==> src/pkg/ttb_pkg.sv <==
// Constants, register map and helpers of the transmit system bus port.
package ttb_pkg;
	localparam logic [8:0] ADDR_SYNC_DIR = 9'h018;
	localparam logic [8:0] ADDR_FRAMING = 9'h072;
	localparam logic [8:0] ADDR_BUS_CFG = 9'h0D0;
	localparam logic [8:0] ADDR_BUS_IF = 9'h0D4;
	localparam logic [8:0] ADDR_SYNC_OFS = 9'h0D5;
	localparam logic [8:0] ADDR_CHAN_BASE = 9'h0E0;
	localparam logic [8:0] ADDR_SIG_BASE = 9'h120;
	localparam logic [8:0] ADDR_SLIP_BASE = 9'h140;
	localparam logic [8:0] ADDR_SLIP_LAST = 9'h17F;
	localparam int SD_FRAME_IN = 0;
	localparam int SD_MF_IN = 1;
	localparam int FR_FBIT_INS = 0;
	localparam int FR_FRAMER_EN = 1;
	localparam int BC_EMBEDDED_FBIT_SELECT = 0;
	localparam int BC_E1 = 1;
	localparam int BC_RATE = 2;
	localparam int BI_SLIP = 0;
	localparam int BI_DATA_NEG = 1;
	localparam int BI_SYNC_NEG = 2;
	localparam int BI_CLK_X2 = 3;
	localparam int BI_GROUP = 4;
	localparam int CC_MARK = 0;
	localparam logic [7:0] RST_REG = 8'h00;
	localparam int FRAME_TIME_NS = 125000;
	localparam int MF_TIME_NS = 6000000;
	localparam logic [5:0] MF_FRAMES = 6'(MF_TIME_NS / FRAME_TIME_NS);
	localparam logic [11:0] T1_FRAME_BITS = 12'h0C1;
	localparam logic [11:0] E1_FRAME_BITS = 12'h100;
	localparam logic [6:0] T1_SLOTS = 7'h18;
	localparam logic [6:0] E1_SLOTS = 7'h20;
	localparam logic [7:0] FAS_WORD = 8'h1B;
	localparam logic [2:0] FAS_LAST_BIT = 3'h7;

	function automatic logic [1:0] busRate(input logic [7:0] cfg);
		return (cfg[BC_RATE+:2] == 2'h3) ? 2'h2 : cfg[BC_RATE+:2];
	endfunction

	function automatic logic [11:0] frameBits(input logic [7:0] cfg);
		if (!cfg[BC_E1] && busRate(cfg) == 2'h0) begin
			return T1_FRAME_BITS;
		end
		return E1_FRAME_BITS << busRate(cfg);
	endfunction
endpackage

==> src/design/ttb_slot_shift.sv <==
// Serial to byte shifter for the slot data and signaling inputs.
`timescale 1ns/10ps
`default_nettype none
module ttb_slot_shift (
	// Clock and reset
	input wire logic clk_sys,
	input wire logic rst_n,
	// Serial bits
	input wire logic shiftEn,
	input wire logic dataBit,
	input wire logic sigBit,
	// Bytes including the current bit, first bit in the MSB
	output logic [7:0] dataByte,
	output logic [7:0] sigByte
);
	typedef struct packed {
		logic [7:0] dataSh;
		logic [7:0] sigSh;
	} ttb_shift_t;
	ttb_shift_t s_r;
	ttb_shift_t s_nxt;

	always_comb begin
		s_nxt = s_r;
		dataByte = {s_r.dataSh[6:0], dataBit};
		sigByte = {s_r.sigSh[6:0], sigBit};
		if (shiftEn) begin
			s_nxt.dataSh = dataByte;
			s_nxt.sigSh = sigByte;
		end
	end

	always_ff @(posedge clk_sys or negedge rst_n) begin
		if (!rst_n) begin
			s_r <= '0;
		end else begin
			s_r <= s_nxt;
		end
	end
endmodule
`default_nettype wire

==> src/design/ttb_byte_ram.sv <==
// Byte buffer with a bus write port, a processor port and a second read port.
`timescale 1ns/10ps
`default_nettype none
module ttb_byte_ram #(
	parameter int AW = 5
) (
	// Clock
	input wire logic clk_sys,
	// Bus side write, wins over the processor
	input wire logic busWe,
	input wire logic [AW-1:0] busAddr,
	input wire logic [7:0] busData,
	// Processor side
	input wire logic cpuWe,
	input wire logic [AW-1:0] cpuAddr,
	input wire logic [7:0] cpuData,
	output logic [7:0] cpuRdData,
	// Second read port
	input wire logic [AW-1:0] rdAddr,
	output logic [7:0] rdData
);
	logic [7:0] mem [2**AW];

	always_ff @(posedge clk_sys) begin
		if (busWe) begin
			mem[busAddr] <= busData;
		end else if (cpuWe) begin
			mem[cpuAddr] <= cpuData;
		end
	end

	assign cpuRdData = mem[cpuAddr];
	assign rdData = mem[rdAddr];
endmodule
`default_nettype wire

==> src/design/ttb_port.sv <==
// Transmit system bus port: timebase, sync pins, slot capture and registers.
`timescale 1ns/10ps
`default_nettype none
module ttb_port (
	// Clock and reset
	input wire logic clk_sys,
	input wire logic rst_n,
	// Processor register port
	input wire logic [8:0] regAddr,
	input wire logic regWrEn,
	input wire logic regRdEn,
	input wire logic [7:0] regWrData,
	output logic [7:0] regRdData,
	// System bus pins
	input wire logic busClockIn,
	input wire logic busSlotDataIn,
	input wire logic busSignalingIn,
	output logic slotMarkerOut,
	input wire logic frameSyncIn,
	output logic frameSyncOut,
	output logic frameSyncOe,
	input wire logic mfSyncIn,
	output logic mfSyncOut,
	output logic mfSyncOe,
	// Line side
	input wire logic [5:0] lineSlot,
	output logic [7:0] lineByte,
	output logic fbitOut,
	output logic fbitStrobe,
	output logic fbitInsertEn
);
	typedef struct packed {
		logic clkPrev;
		logic divTog;
		logic fsPrev;
		logic msPrev;
		logic [11:0] bitCnt;
		logic [5:0] frmCnt;
		logic [7:0] hunt;
		logic [7:0] syncDir;
		logic [7:0] framing;
		logic [7:0] busCfg;
		logic [7:0] busIf;
		logic [7:0] syncOfs;
		logic [31:0][7:0] chanCtl;
		logic fsOut;
		logic msOut;
		logic mark;
		logic fbit;
		logic fbitStb;
		logic [7:0] rdData;
		logic [7:0] lineByte;
	} ttb_state_t;
	ttb_state_t s_r;
	ttb_state_t s_nxt;

	logic rise;
	logic fall;
	logic dataRaw;
	logic dataEdge;
	logic syncEdge;
	logic x2;
	logic t1Fbit;
	logic [1:0] rate;
	logic [11:0] pos;
	logic [8:0] slot;
	logic [1:0] grp;
	logic [6:0] chan;
	logic inSlot;
	logic lastBit;
	logic fsIn;
	logic msIn;
	logic fsRise;
	logic msRise;
	logic atOfs;
	logic [11:0] alignCnt;
	logic [7:0] dataByte;
	logic [7:0] sigByte;
	logic slipWe;
	logic sigWe;
	logic [5:0] slipAddr;
	logic [7:0] slipCpu;
	logic [7:0] sigCpu;
	logic [7:0] slipLine;
	logic cpuSlip;
	logic cpuSig;
	logic cpuChan;

	ttb_slot_shift u_shift (
		.clk_sys(clk_sys),
		.rst_n(rst_n),
		.shiftEn(dataEdge && inSlot),
		.dataBit(busSlotDataIn),
		.sigBit(busSignalingIn),
		.dataByte(dataByte),
		.sigByte(sigByte)
	);

	ttb_byte_ram #(.AW(6)) u_slip (
		.clk_sys(clk_sys),
		.busWe(slipWe),
		.busAddr(slipAddr),
		.busData(dataByte),
		.cpuWe(regWrEn && cpuSlip),
		.cpuAddr(regAddr[5:0]),
		.cpuData(regWrData),
		.cpuRdData(slipCpu),
		.rdAddr(lineSlot),
		.rdData(slipLine)
	);

	ttb_byte_ram #(.AW(5)) u_sig (
		.clk_sys(clk_sys),
		.busWe(sigWe),
		.busAddr(chan[4:0]),
		.busData({4'h0, sigByte[3:0]}),
		.cpuWe(regWrEn && cpuSig),
		.cpuAddr(regAddr[4:0]),
		.cpuData(regWrData),
		.cpuRdData(sigCpu),
		.rdAddr(5'h00),
		.rdData()
	);

	// ==========================================================
	// Bus clock edges and timebase
	always_comb begin
		s_nxt = s_r;
		s_nxt.clkPrev = busClockIn;
		rise = busClockIn && !s_r.clkPrev;
		fall = !busClockIn && s_r.clkPrev;
		x2 = s_r.busIf[ttb_pkg::BI_CLK_X2];
		dataRaw = s_r.busIf[ttb_pkg::BI_DATA_NEG] ? fall : rise;
		if (dataRaw) begin
			s_nxt.divTog = !s_r.divTog;
		end
		dataEdge = dataRaw && (!x2 || s_r.divTog);
		syncEdge = (s_r.busIf[ttb_pkg::BI_SYNC_NEG] ? fall : rise) && (!x2 || s_r.divTog);
		rate = ttb_pkg::busRate(s_r.busCfg);
		t1Fbit = !s_r.busCfg[ttb_pkg::BC_E1] && rate == 2'h0;
		pos = t1Fbit ? s_r.bitCnt - 12'h001 : s_r.bitCnt;
		slot = pos[11:3];
		grp = slot[1:0] & ((2'h1 << rate) - 2'h1);
		chan = 7'(slot >> rate);
		// Only the selected group's slots are taken; the rest pass by.
		inSlot = !(t1Fbit && s_r.bitCnt == 12'h000)
			&& grp == (s_r.busIf[ttb_pkg::BI_GROUP+:2] & ((2'h1 << rate) - 2'h1))
			&& chan < (s_r.busCfg[ttb_pkg::BC_E1] ? ttb_pkg::E1_SLOTS : ttb_pkg::T1_SLOTS);
		lastBit = pos[2:0] == 3'h7;
		fsIn = s_r.syncDir[ttb_pkg::SD_FRAME_IN];
		msIn = s_r.syncDir[ttb_pkg::SD_MF_IN];
		fsRise = syncEdge && fsIn && frameSyncIn && !s_r.fsPrev;
		msRise = syncEdge && msIn && mfSyncIn && !s_r.msPrev;
		atOfs = s_r.bitCnt == {4'h0, s_r.syncOfs};
		// The sync edge samples the offset bit itself, so the count resumes one bit past it.
		alignCnt = ({4'h0, s_r.syncOfs} >= ttb_pkg::frameBits(s_r.busCfg) - 12'h001) ? 12'h000
			: {4'h0, s_r.syncOfs} + 12'h001;
		slipWe = dataEdge && inSlot && lastBit;
		// Two-frame mode alternates buffer halves per frame; single mode uses one half.
		slipAddr = {s_r.busIf[ttb_pkg::BI_SLIP] & s_r.frmCnt[0], chan[4:0]};
		sigWe = slipWe && s_r.frmCnt == 6'h00;
		if (syncEdge) begin
			s_nxt.fsPrev = frameSyncIn;
			s_nxt.msPrev = mfSyncIn;
		end
		if (dataEdge) begin
			s_nxt.hunt = {s_r.hunt[6:0], busSlotDataIn};
			if (s_r.bitCnt >= ttb_pkg::frameBits(s_r.busCfg) - 12'h001) begin
				s_nxt.bitCnt = 12'h000;
				s_nxt.frmCnt = (s_r.frmCnt >= ttb_pkg::MF_FRAMES - 6'h01) ? 6'h00
					: s_r.frmCnt + 6'h01;
			end else begin
				s_nxt.bitCnt = s_r.bitCnt + 12'h001;
			end
			if (s_r.framing[ttb_pkg::FR_FRAMER_EN] && !fsIn && !msIn
				&& s_r.busCfg[ttb_pkg::BC_E1]
				&& {s_r.hunt[6:0], busSlotDataIn} == ttb_pkg::FAS_WORD
				&& pos[2:0] != ttb_pkg::FAS_LAST_BIT) begin
				s_nxt.bitCnt = 12'(ttb_pkg::FAS_LAST_BIT) + 12'h001;
			end
			s_nxt.mark = inSlot && s_r.chanCtl[chan[4:0]][ttb_pkg::CC_MARK];
		end
		// An input sync edge wins over the normal count in the same cycle.
		if (msRise) begin
			s_nxt.bitCnt = alignCnt;
			s_nxt.frmCnt = 6'h00;
		end else if (fsRise) begin
			s_nxt.bitCnt = alignCnt;
		end
		if (syncEdge) begin
			s_nxt.fsOut = !fsIn && atOfs;
			s_nxt.msOut = !msIn && atOfs && s_r.frmCnt == 6'h00;
		end

		// ==========================================================
		// F-bit extraction
		s_nxt.fbitStb = 1'b0;
		if (dataEdge) begin
			if (s_r.busCfg[ttb_pkg::BC_EMBEDDED_FBIT_SELECT] ? (inSlot && chan == 7'h00 && pos[2:0] == 3'h0)
				: (t1Fbit && s_r.bitCnt == 12'h000)) begin
				s_nxt.fbit = busSlotDataIn;
				s_nxt.fbitStb = 1'b1;
			end
		end

		// ==========================================================
		// Register port
		cpuChan = regAddr >= ttb_pkg::ADDR_CHAN_BASE && regAddr < ttb_pkg::ADDR_SIG_BASE;
		cpuSig = regAddr >= ttb_pkg::ADDR_SIG_BASE && regAddr < ttb_pkg::ADDR_SLIP_BASE;
		cpuSlip = regAddr >= ttb_pkg::ADDR_SLIP_BASE && regAddr <= ttb_pkg::ADDR_SLIP_LAST;
		if (regWrEn) begin
			case (regAddr)
				ttb_pkg::ADDR_SYNC_DIR: s_nxt.syncDir = regWrData;
				ttb_pkg::ADDR_FRAMING: s_nxt.framing = regWrData;
				ttb_pkg::ADDR_BUS_CFG: s_nxt.busCfg = regWrData;
				ttb_pkg::ADDR_BUS_IF: s_nxt.busIf = regWrData;
				ttb_pkg::ADDR_SYNC_OFS: s_nxt.syncOfs = regWrData;
				default: begin
					if (cpuChan) begin
						s_nxt.chanCtl[regAddr[4:0]] = regWrData;
					end
				end
			endcase
		end
		if (regRdEn) begin
			case (regAddr)
				ttb_pkg::ADDR_SYNC_DIR: s_nxt.rdData = s_r.syncDir;
				ttb_pkg::ADDR_FRAMING: s_nxt.rdData = s_r.framing;
				ttb_pkg::ADDR_BUS_CFG: s_nxt.rdData = s_r.busCfg;
				ttb_pkg::ADDR_BUS_IF: s_nxt.rdData = s_r.busIf;
				ttb_pkg::ADDR_SYNC_OFS: s_nxt.rdData = s_r.syncOfs;
				default: begin
					s_nxt.rdData = cpuChan ? s_r.chanCtl[regAddr[4:0]]
						: cpuSig ? sigCpu : cpuSlip ? slipCpu : 8'h00;
				end
			endcase
		end
		s_nxt.lineByte = slipLine;
	end

	always_ff @(posedge clk_sys or negedge rst_n) begin
		if (!rst_n) begin
			s_r <= '0;
			s_r.syncDir <= ttb_pkg::RST_REG;
			s_r.framing <= ttb_pkg::RST_REG;
			s_r.busCfg <= ttb_pkg::RST_REG;
			s_r.busIf <= ttb_pkg::RST_REG;
			s_r.syncOfs <= ttb_pkg::RST_REG;
		end else begin
			s_r <= s_nxt;
		end
	end

	// ==========================================================
	// Outputs
	always_ff @(posedge clk_sys or negedge rst_n) begin
		if (!rst_n) begin
			frameSyncOe <= 1'b1;
			mfSyncOe <= 1'b1;
		end else begin
			frameSyncOe <= !s_nxt.syncDir[ttb_pkg::SD_FRAME_IN];
			mfSyncOe <= !s_nxt.syncDir[ttb_pkg::SD_MF_IN];
		end
	end
	assign regRdData = s_r.rdData;
	assign slotMarkerOut = s_r.mark;
	assign frameSyncOut = s_r.fsOut;
	assign mfSyncOut = s_r.msOut;
	assign lineByte = s_r.lineByte;
	assign fbitOut = s_r.fbit;
	assign fbitStrobe = s_r.fbitStb;
	assign fbitInsertEn = s_r.framing[ttb_pkg::FR_FBIT_INS];
endmodule
`default_nettype wire

==> config.mk <==
export PLATFORM = sky130hd
export DESIGN_NAME = ttb_port
export DESIGN_NICKNAME = d
export VERILOG_FILES = /design/src/pkg/ttb_pkg.sv /design/src/design/ttb_slot_shift.sv /design/src/design/ttb_byte_ram.sv /design/src/design/ttb_port.sv
export SDC_FILE = /design/constraint.sdc
export NUM_CORES = 2
export LEC_CHECK = 0
export BUFFER_PORTS_ARGS = -buffer_cell sky130_fd_sc_hd__buf_2
export CAP_MARGIN = 40
export CORE_ASPECT_RATIO = 0.9
export CORE_MARGIN = 1.5
export CORE_UTILIZATION = 45
export CTS_BUF_LIST = sky130_fd_sc_hd__clkbuf_4
export CTS_CLUSTER_DIAMETER = 200
export CTS_CLUSTER_SIZE = 16
export DETAILED_ROUTE_END_ITERATION = 12
export SLEW_MARGIN = 40
export SYNTH_ARGS = -nofsm -noshare
export SYNTH_HDL_FRONTEND = slang
export SYNTH_SLANG_ARGS = --single-unit
==> constraint.sdc <==
create_clock -name clk_sys -period 7.17 [get_ports clk_sys]
set_clock_uncertainty 0.1 [all_clocks]
set_input_delay 0.3585 -clock clk_sys [delete_from_list [all_inputs] [get_ports clk_sys]]
set_output_delay 0.3585 -clock clk_sys [all_outputs]
set_load 0.005 [all_outputs]
### Yosys cells after proc, flatten, opt, wreduce, memory -nomap -nowiden

Memories as Yosys holds them, arrays and structs flattened. A register that Yosys moved wholly into a read port is not among the register bits.
Index checks and enable logic that the tools add are counted.

| storage, ports and cells | value |
|---|---|
| bits in registers | 351 |
| memory bits (writable) | 768 |
| input port bits | 32 |
| output and inout bits | 24 |
| logic and storage cells | 220 |
| memories kept | 2 |

Memory list:

| name | words | bits a word | read ports | clocked after memory_dff | wr ports | RTL line | text |
|---|---|---|---|---|---|---|---|
| u_slip.mem | 64 | 8 | 2 | 1 | 1 | ttb_byte_ram.sv:22 | `logic [7:0] mem [2**AW];` |
| u_sig.mem | 32 | 8 | 1 | 0 | 1 | ttb_byte_ram.sv:22 |  |

| operators by class | value |
|---|---|
| add/sub/neg operators | 7 |
| order comparisons | 13 |
| equality and inequality tests | 11 |
| shifts and indexed selects | 3 |
| muxes and demuxes | 58 |
| bitwise logic cells | 4 |
| reduce and logical (&&, ||, !) cells | 67 |

Operators by type and width:

| cell | count |
|---|---|
| $mux W256 | 2 |
| $mux W290 | 1 |
| $bwmux W256 | 1 |
| $mux W12 | 9 |
| $mux W8 | 11 |
| $bmux W8 S5 | 2 |
| $demux W8 S5 | 1 |
| $pmux W8 S5 | 1 |
| $sub A12 B1 Y12 const B | 3 |
| $logic_and A1 B1 Y1 | 34 |
| $mux W6 | 5 |
| $eq A9 B8 Y1 const B | 3 |
| $mux W26 | 1 |
| $mux W1 | 20 |
| $ge A9 B9 Y1 const B | 2 |
| $lt A9 B9 Y1 const B | 2 |
| $reduce_or A8 Y1 | 2 |
| $reduce_and A2 Y1 | 7 |
| $logic_not A1 Y1 | 13 |
| $add A12 B1 Y12 const B | 1 |
| $eq A12 B8 Y1 | 1 |
| $ge A12 B12 Y1 | 1 |
| $ge A8 B12 Y1 | 1 |
| $logic_not A12 Y1 | 1 |
| 34 further kinds | 38 |

### Depth between registers and ports, before layout

| logic depth | value |
|---|---|
| word-level depth | 16 |
| gate-level depth with buffers | 18 |
| depth with buffers taken out | 15 |

### Cells and area by module

A second synthesis with hierarchy kept.

| second synthesis, totals | value |
|---|---|
| cell total of the unflattened synthesis | 3142 |
| area, all modules | 54308.3 um^2 |

By module, submodules not included:

| module | instances | cells an instance | area each (um^2) | sequential area each (um^2) |
|---|---|---|---|---|
| ttb_byte_ram (u_slip) | 1 | 1294 | 24337.1 | 15374.7 |
| ttb_port | 1 | 1282 | 17282.8 | 8710.9 |
| ttb_byte_ram (u_sig) | 1 | 535 | 12154.2 | 7687.4 |
| ttb_slot_shift | 1 | 31 | 534.3 | 350.3 |

### Worst setup path before layout

OpenSTA, ideal clock, no wires.

| path | value |
|---|---|
| path kind | reg-to-reg |
| start | register s_r[331] in the netlist's numbering |
| end | memory u_slip.mem[0][0], data pin |
| library setup time | 0.355 ns |
| arrival time | 4.679 ns |
| data required time | 6.715 ns |
| slack | 2.036 ns |
| stages on the path, launching flop included | 19 |
| buffers on the path | 4 |
| clock period less this slack | 5.134 ns |
| path through | dfrtp_1 > inv_1 > ha_1 > nor4b_1 > nand2b_1 > a21oi_1 > o31ai_1 > clkbuf_1 > ha_1 > a21o_1 > a221oi_1 > nand4bb_1 > a2111oi_4 > or2_1 > buf_6 > buf_6 > buf_2 > nand2_1 > nand2_1 |

| between the ends | value |
|---|---|
| word-level cells in the longest chain between the ends | 12 |
| elaborated cells on any way between the ends | 18 |
| those cells by class | add/sub (1); order compare (1); eq/ne (2); shift (1); mux (4); bitwise (1); reduce/logical (8) |

Ends and longest elaborated chain:

| element | RTL line | text |
|---|---|---|
| from (decl) | ttb_port.sv:54 | `ttb_state_t s_r;` |
| from (signal assigned) | ttb_port.sv:250 | `s_r <= s_nxt;` |
| branches (longest 7 deep; another with $sub A12 B1 Y12) | -- |  |
| $logic_and A1 B1 Y1 * | ttb_port.sv:158 | `slipWe = dataEdge && inSlot && lastBit;` |
| $mux W1 * | ttb_byte_ram.sv:25 | `if (busWe) begin` |
| $mux W1 (implied by the code) * | ttb_byte_ram.sv:28 | `mem[cpuAddr] <= cpuData;` |
| $reduce_or A8 Y1 (no source line) * | -- |  |
| $mux W8 (no source line) * | -- |  |
| to (decl) | ttb_byte_ram.sv:22 |  |

Mark *: on every way between the ends.

### Final worst setup path

| path | value |
|---|---|
| start | register s_r[331] in the netlist's numbering |
| end | memory u_slip.mem[55][7], enable pin |

| between the ends | value |
|---|---|
| word-level cells in the longest chain between the ends | 12 |
| elaborated cells on any way between the ends | 21 |
| those cells by class | add/sub (1); order compare (1); eq/ne (2); shift (1); mux (7); bitwise (1); reduce/logical (8) |

Ends and longest elaborated chain:

| element |
|---|
| branches (longest 12 deep; another with $sub A12 B1 Y12) |

Parallel ways; which one is timed is not known.

==> results by group <==
Status
  – Status: finished clean

Route
  – Via count: 30.0k
  – Total routed wirelength: between 100,000 and 150,000 µm
  – DRT iter0 DRCs: 3,957
  – DR DRC count: 0
  – WL/cell: 32.8 µm
  – Detailed Routing Iterations Pass 1: 7
  – Drt via density: ~6.6
  – Routed Antenna Nets: 0

Timing
  – Final setup viols: 0
  – Max Fclk: 166 MHz
  – Max Slew Vio Count: 0
  – Sum Neg Setup Slack: 0 ns
  – Slew margin rel.: a little under 40%
  – Hold Slack: between 0.1 and 0.15 ns
  – RSZ-0062 raised after global routing: false
  – Hold Violations, Final: 0
  – Tcrit/Tclk final: 84.0%
  – Post-layout minimum cycle time: roughly 6 ns
  – Slew @ Worst Pin: 0.906 ns

Global routing
  – First-pass GRT wire length: 219,000 µm
  – Antenna violations before repair: 6
  – Number of global-route vias before repair: 30.1k
  – Largest net degree at the start of global routing: 160
  – GRT Residual Overflow: 0
  – Gr usage total: between 20 and 30%

Worst setup path
  – Worst r2r src: s_r[331]
  – CP max-delay cell: nor2_1
  – Critical path cell sequence: inv_1, ha_1, nor4b_1, nand2b_1, a21oi_1, o31ai_1, buf_4, ha_1, a21o_1, a221oi_1, nand4bb_1, a2111oi_4, or2_1, buf_4, and4_1, a31oi_2, nor2_1
  – Slowest stage delay, CP: between 0.6 and 0.7 ns
  – Crit path capture type: flip-flop
  – Crit path from: s_r[331]
  – CP Class: flip-flop to flip-flop
  – Startpoint Class: flip-flop
  – Crit Path Max Fanout: 20
  – Critical Path AT: approximately 6.6 ns
  – Crit path required time: just under 8 ns

Clock tree
  – Clock insertion delay at the later pin of the skew report: 1.06 ns
  – CTS root buf: clkbuf_4
  – Clk sink count: between 1k and 1.5k
  – Clk slew on worst S/H paths: around 0.2 ns
  – Max clock buf depth: 3
  – Cts repair resizes: 0
  – Clock buffer count from CTS: 80
  – Htree depth: 3
  – CTS tree: yes

Floorplan
  – Initial Util: 45.4%
  – DIE HEIGHT: 326 µm
  – Core ar.: about 120,000 µm²
  – Site Rows: ~120
  – Die ar.: around 120,000 µm²
  – Ports: 56
  – Die W: around 360 µm

Finish
  – Area added between synthesis and finish: 6.84%
  – Final nets: 3,076
  – Fill count: ~9.5k
  – Layout cells sized above 1: 37.1%
  – Post-Layout Inst Area: roughly 56,000 µm²

Synthesis
  – Synth Flop Type: edfxtp_1
  – Register bit total from synthesis: around 1.1k
  – Syn Area/Cell: ~18 µm²
  – Synthesized instance count: a little under 3k
  – Synth area leaders: edfxtp_1 (44%), mux4_2 (20%), dfrtp_1 (17%)
  – Share of the synthesized area in the top cell type: around 44%
  – Number of flops mapped to enable cells by yosys: approximately 770
  – Seq/Total Area, Yosys: between 60% and 70%
  – Mapped cell area: 52,300 µm²
  – Ys Warns: 0
  – Post-synth cell types: 81
  – Fraction of registers with async set/reset: around a third
  – Top cell type by total area after synthesis: edfxtp_1

Min path
  – Hold Crit Start: regAddr[1]
  – Min-Delay Path Class: primary input to flip-flop

Power and ir drop
  – Leakage: around 20 nW
  – VDD IR max: 0.196 mV
  – Tot Pwr: about 13 mW
  – Power Dens Cells: ~230 nW/µm²

Flow run
  – Max-Cap Viols: 0

Placement
  – Cell Area, Placed: approximately 54,000 µm²
  – DP Wirelength: about 100,000 µm
  – GP Congestion: slightly above 0.9
  – IO Port Bufs: 55
-- final cells by class --
class	instances	area (µm²)	share of cell area, %
Inverter	18	67.6	0.121
Multi-Input combinational cell	1605	19300	34.6
Tap cell	1500	1880	3.36
Timing Repair Buffer	190	1620	2.90
Antenna cell	10	25.0	0.0448
Sequential cell	1126	32000	57.4
Clock buffer	114	856	1.53
Clock inverter	3	45.0	0.0807
-- placed cells by master (no fill, tap or decap), types with 8 or more instances in the layout --
cell and n:
o21ai_0 63, xor2_1 12, mux4_2 472, a211o_1 8, nand3_1 59, o31ai_1 11
nor2_2 20, ha_1 23, nand4_1 8, buf_4 93, nand3b_1 12, nor2_1 104
nand2_1 132, clkbuf_4 114, a21o_1 11, buf_2 45, mux2i_1 45, and2_1 16
a22oi_1 25, diode_2 10, o22ai_1 9, nor2b_1 11, and3_1 17, nor3_1 24
buf_12 9, nor3b_1 9, nor4_1 9, xnor2_1 11, nand2_2 9, a21oi_1 45
dlygate4sd3_1 32, dfrtp_1 356, inv_1 17, mux2_2 325, a211oi_1 11, edfxtp_1 768
-- layer usage --
| metal | up-vias | track usage [%] | wire (µm) | share of wire [%] |
|---|---|---|---|---|
| met5 | - | 0 | 22 | 0.015 |
| met4 | 4 | 6.26 | 3620 | 2.4 |
| met3 | 181 | 4.79 | 12100 | 8.1 |
| met2 | 1414 | 39.4 | 70400 | 47 |
| met1 | 16200 | 37.7 | 63600 | 42 |
| li1 | 12100 | - | - | - |
-- through the flow --
| stage | cells | utilization [%] | setup slack, ns |
|---|---|---|---|
| floorplan | 2968 | - | 2.04 |
| global placement | 4400 | 47.2 | 1.19 |
| detailed placement | 4401 | 47.2 | 1.36 |
| CTS | 4551 | 48.3 | 1.21 |
| global route | 4563 | 48.5 | 0.841 |
| finish | 4566 | 48.5 | 1.15 |
-- kinds of logic (layout without fill, tap and decap cells) --
group,after synthesis,in the layout,synth area share [%]
flip-flops,1126,1126,61.3
multiplexers,843,843,28.2
XOR/XNOR,23,23,0.385
adder cells (fa/ha/maj),23,23,0.551
AO/OA/AOI/OAI,242,242,3.20
other,1,12,0.00718
AND/OR/NAND/NOR,472,472,4.37
buffers and inverters,237,325,1.98
-- worst paths after layout --
path / end / slack, ns / cells after the start
setup / recovery: u_slip.mem[55][7] / 1.15 / 17
hold / removal: regRdData[4] / 0.10 / 5
setup reg to reg: u_slip.mem[55][7] / 1.15 / 17
hold reg to reg: frameSyncOut / 0.40 / 2
max in group asynchronous: asynchronous set/reset pin / 5.67 / 5
min in group asynchronous: s_r[337] / 0.48 / 4
-- synth_stat cells (23+ instances only) --
library cell and instances:
mux4_2 472, mux2_2 325, a21oi_1 45, nand3_1 61, dfrtp_1 356, mux2i_1 46
buf_1 31, nor3_1 26, a22oi_1 25, buf_2 38, nand2_1 140, o21ai_0 63
ha_1 23, clkbuf_1 127, nor2_1 124, edfxtp_1 768
-- repair_timing --
action / 4_1_cts / 5_1_grt
hold buffers: 33 / 0
endpoints found under the hold margin: 493 / 0
buffers inserted: 0 / 0
-- power by group --
part	switching, mW	internal (mW)	leakage, nW
sequential	0.161	7.56	11.9
combinational	1.54	0.747	7.62
clock	1.99	0.758	0.549
-- critical path: cells and delay by family (launching register included) --
family,cells,cell delay (ns)
AOI/OAI and AO/OA,6,1.46
adders and majority gates,2,0.56
buffers and inverters,3,0.76
DFF,1,0.52
and+or+nand+nor,6,2.15
Power figures use the tool's default switching activity.
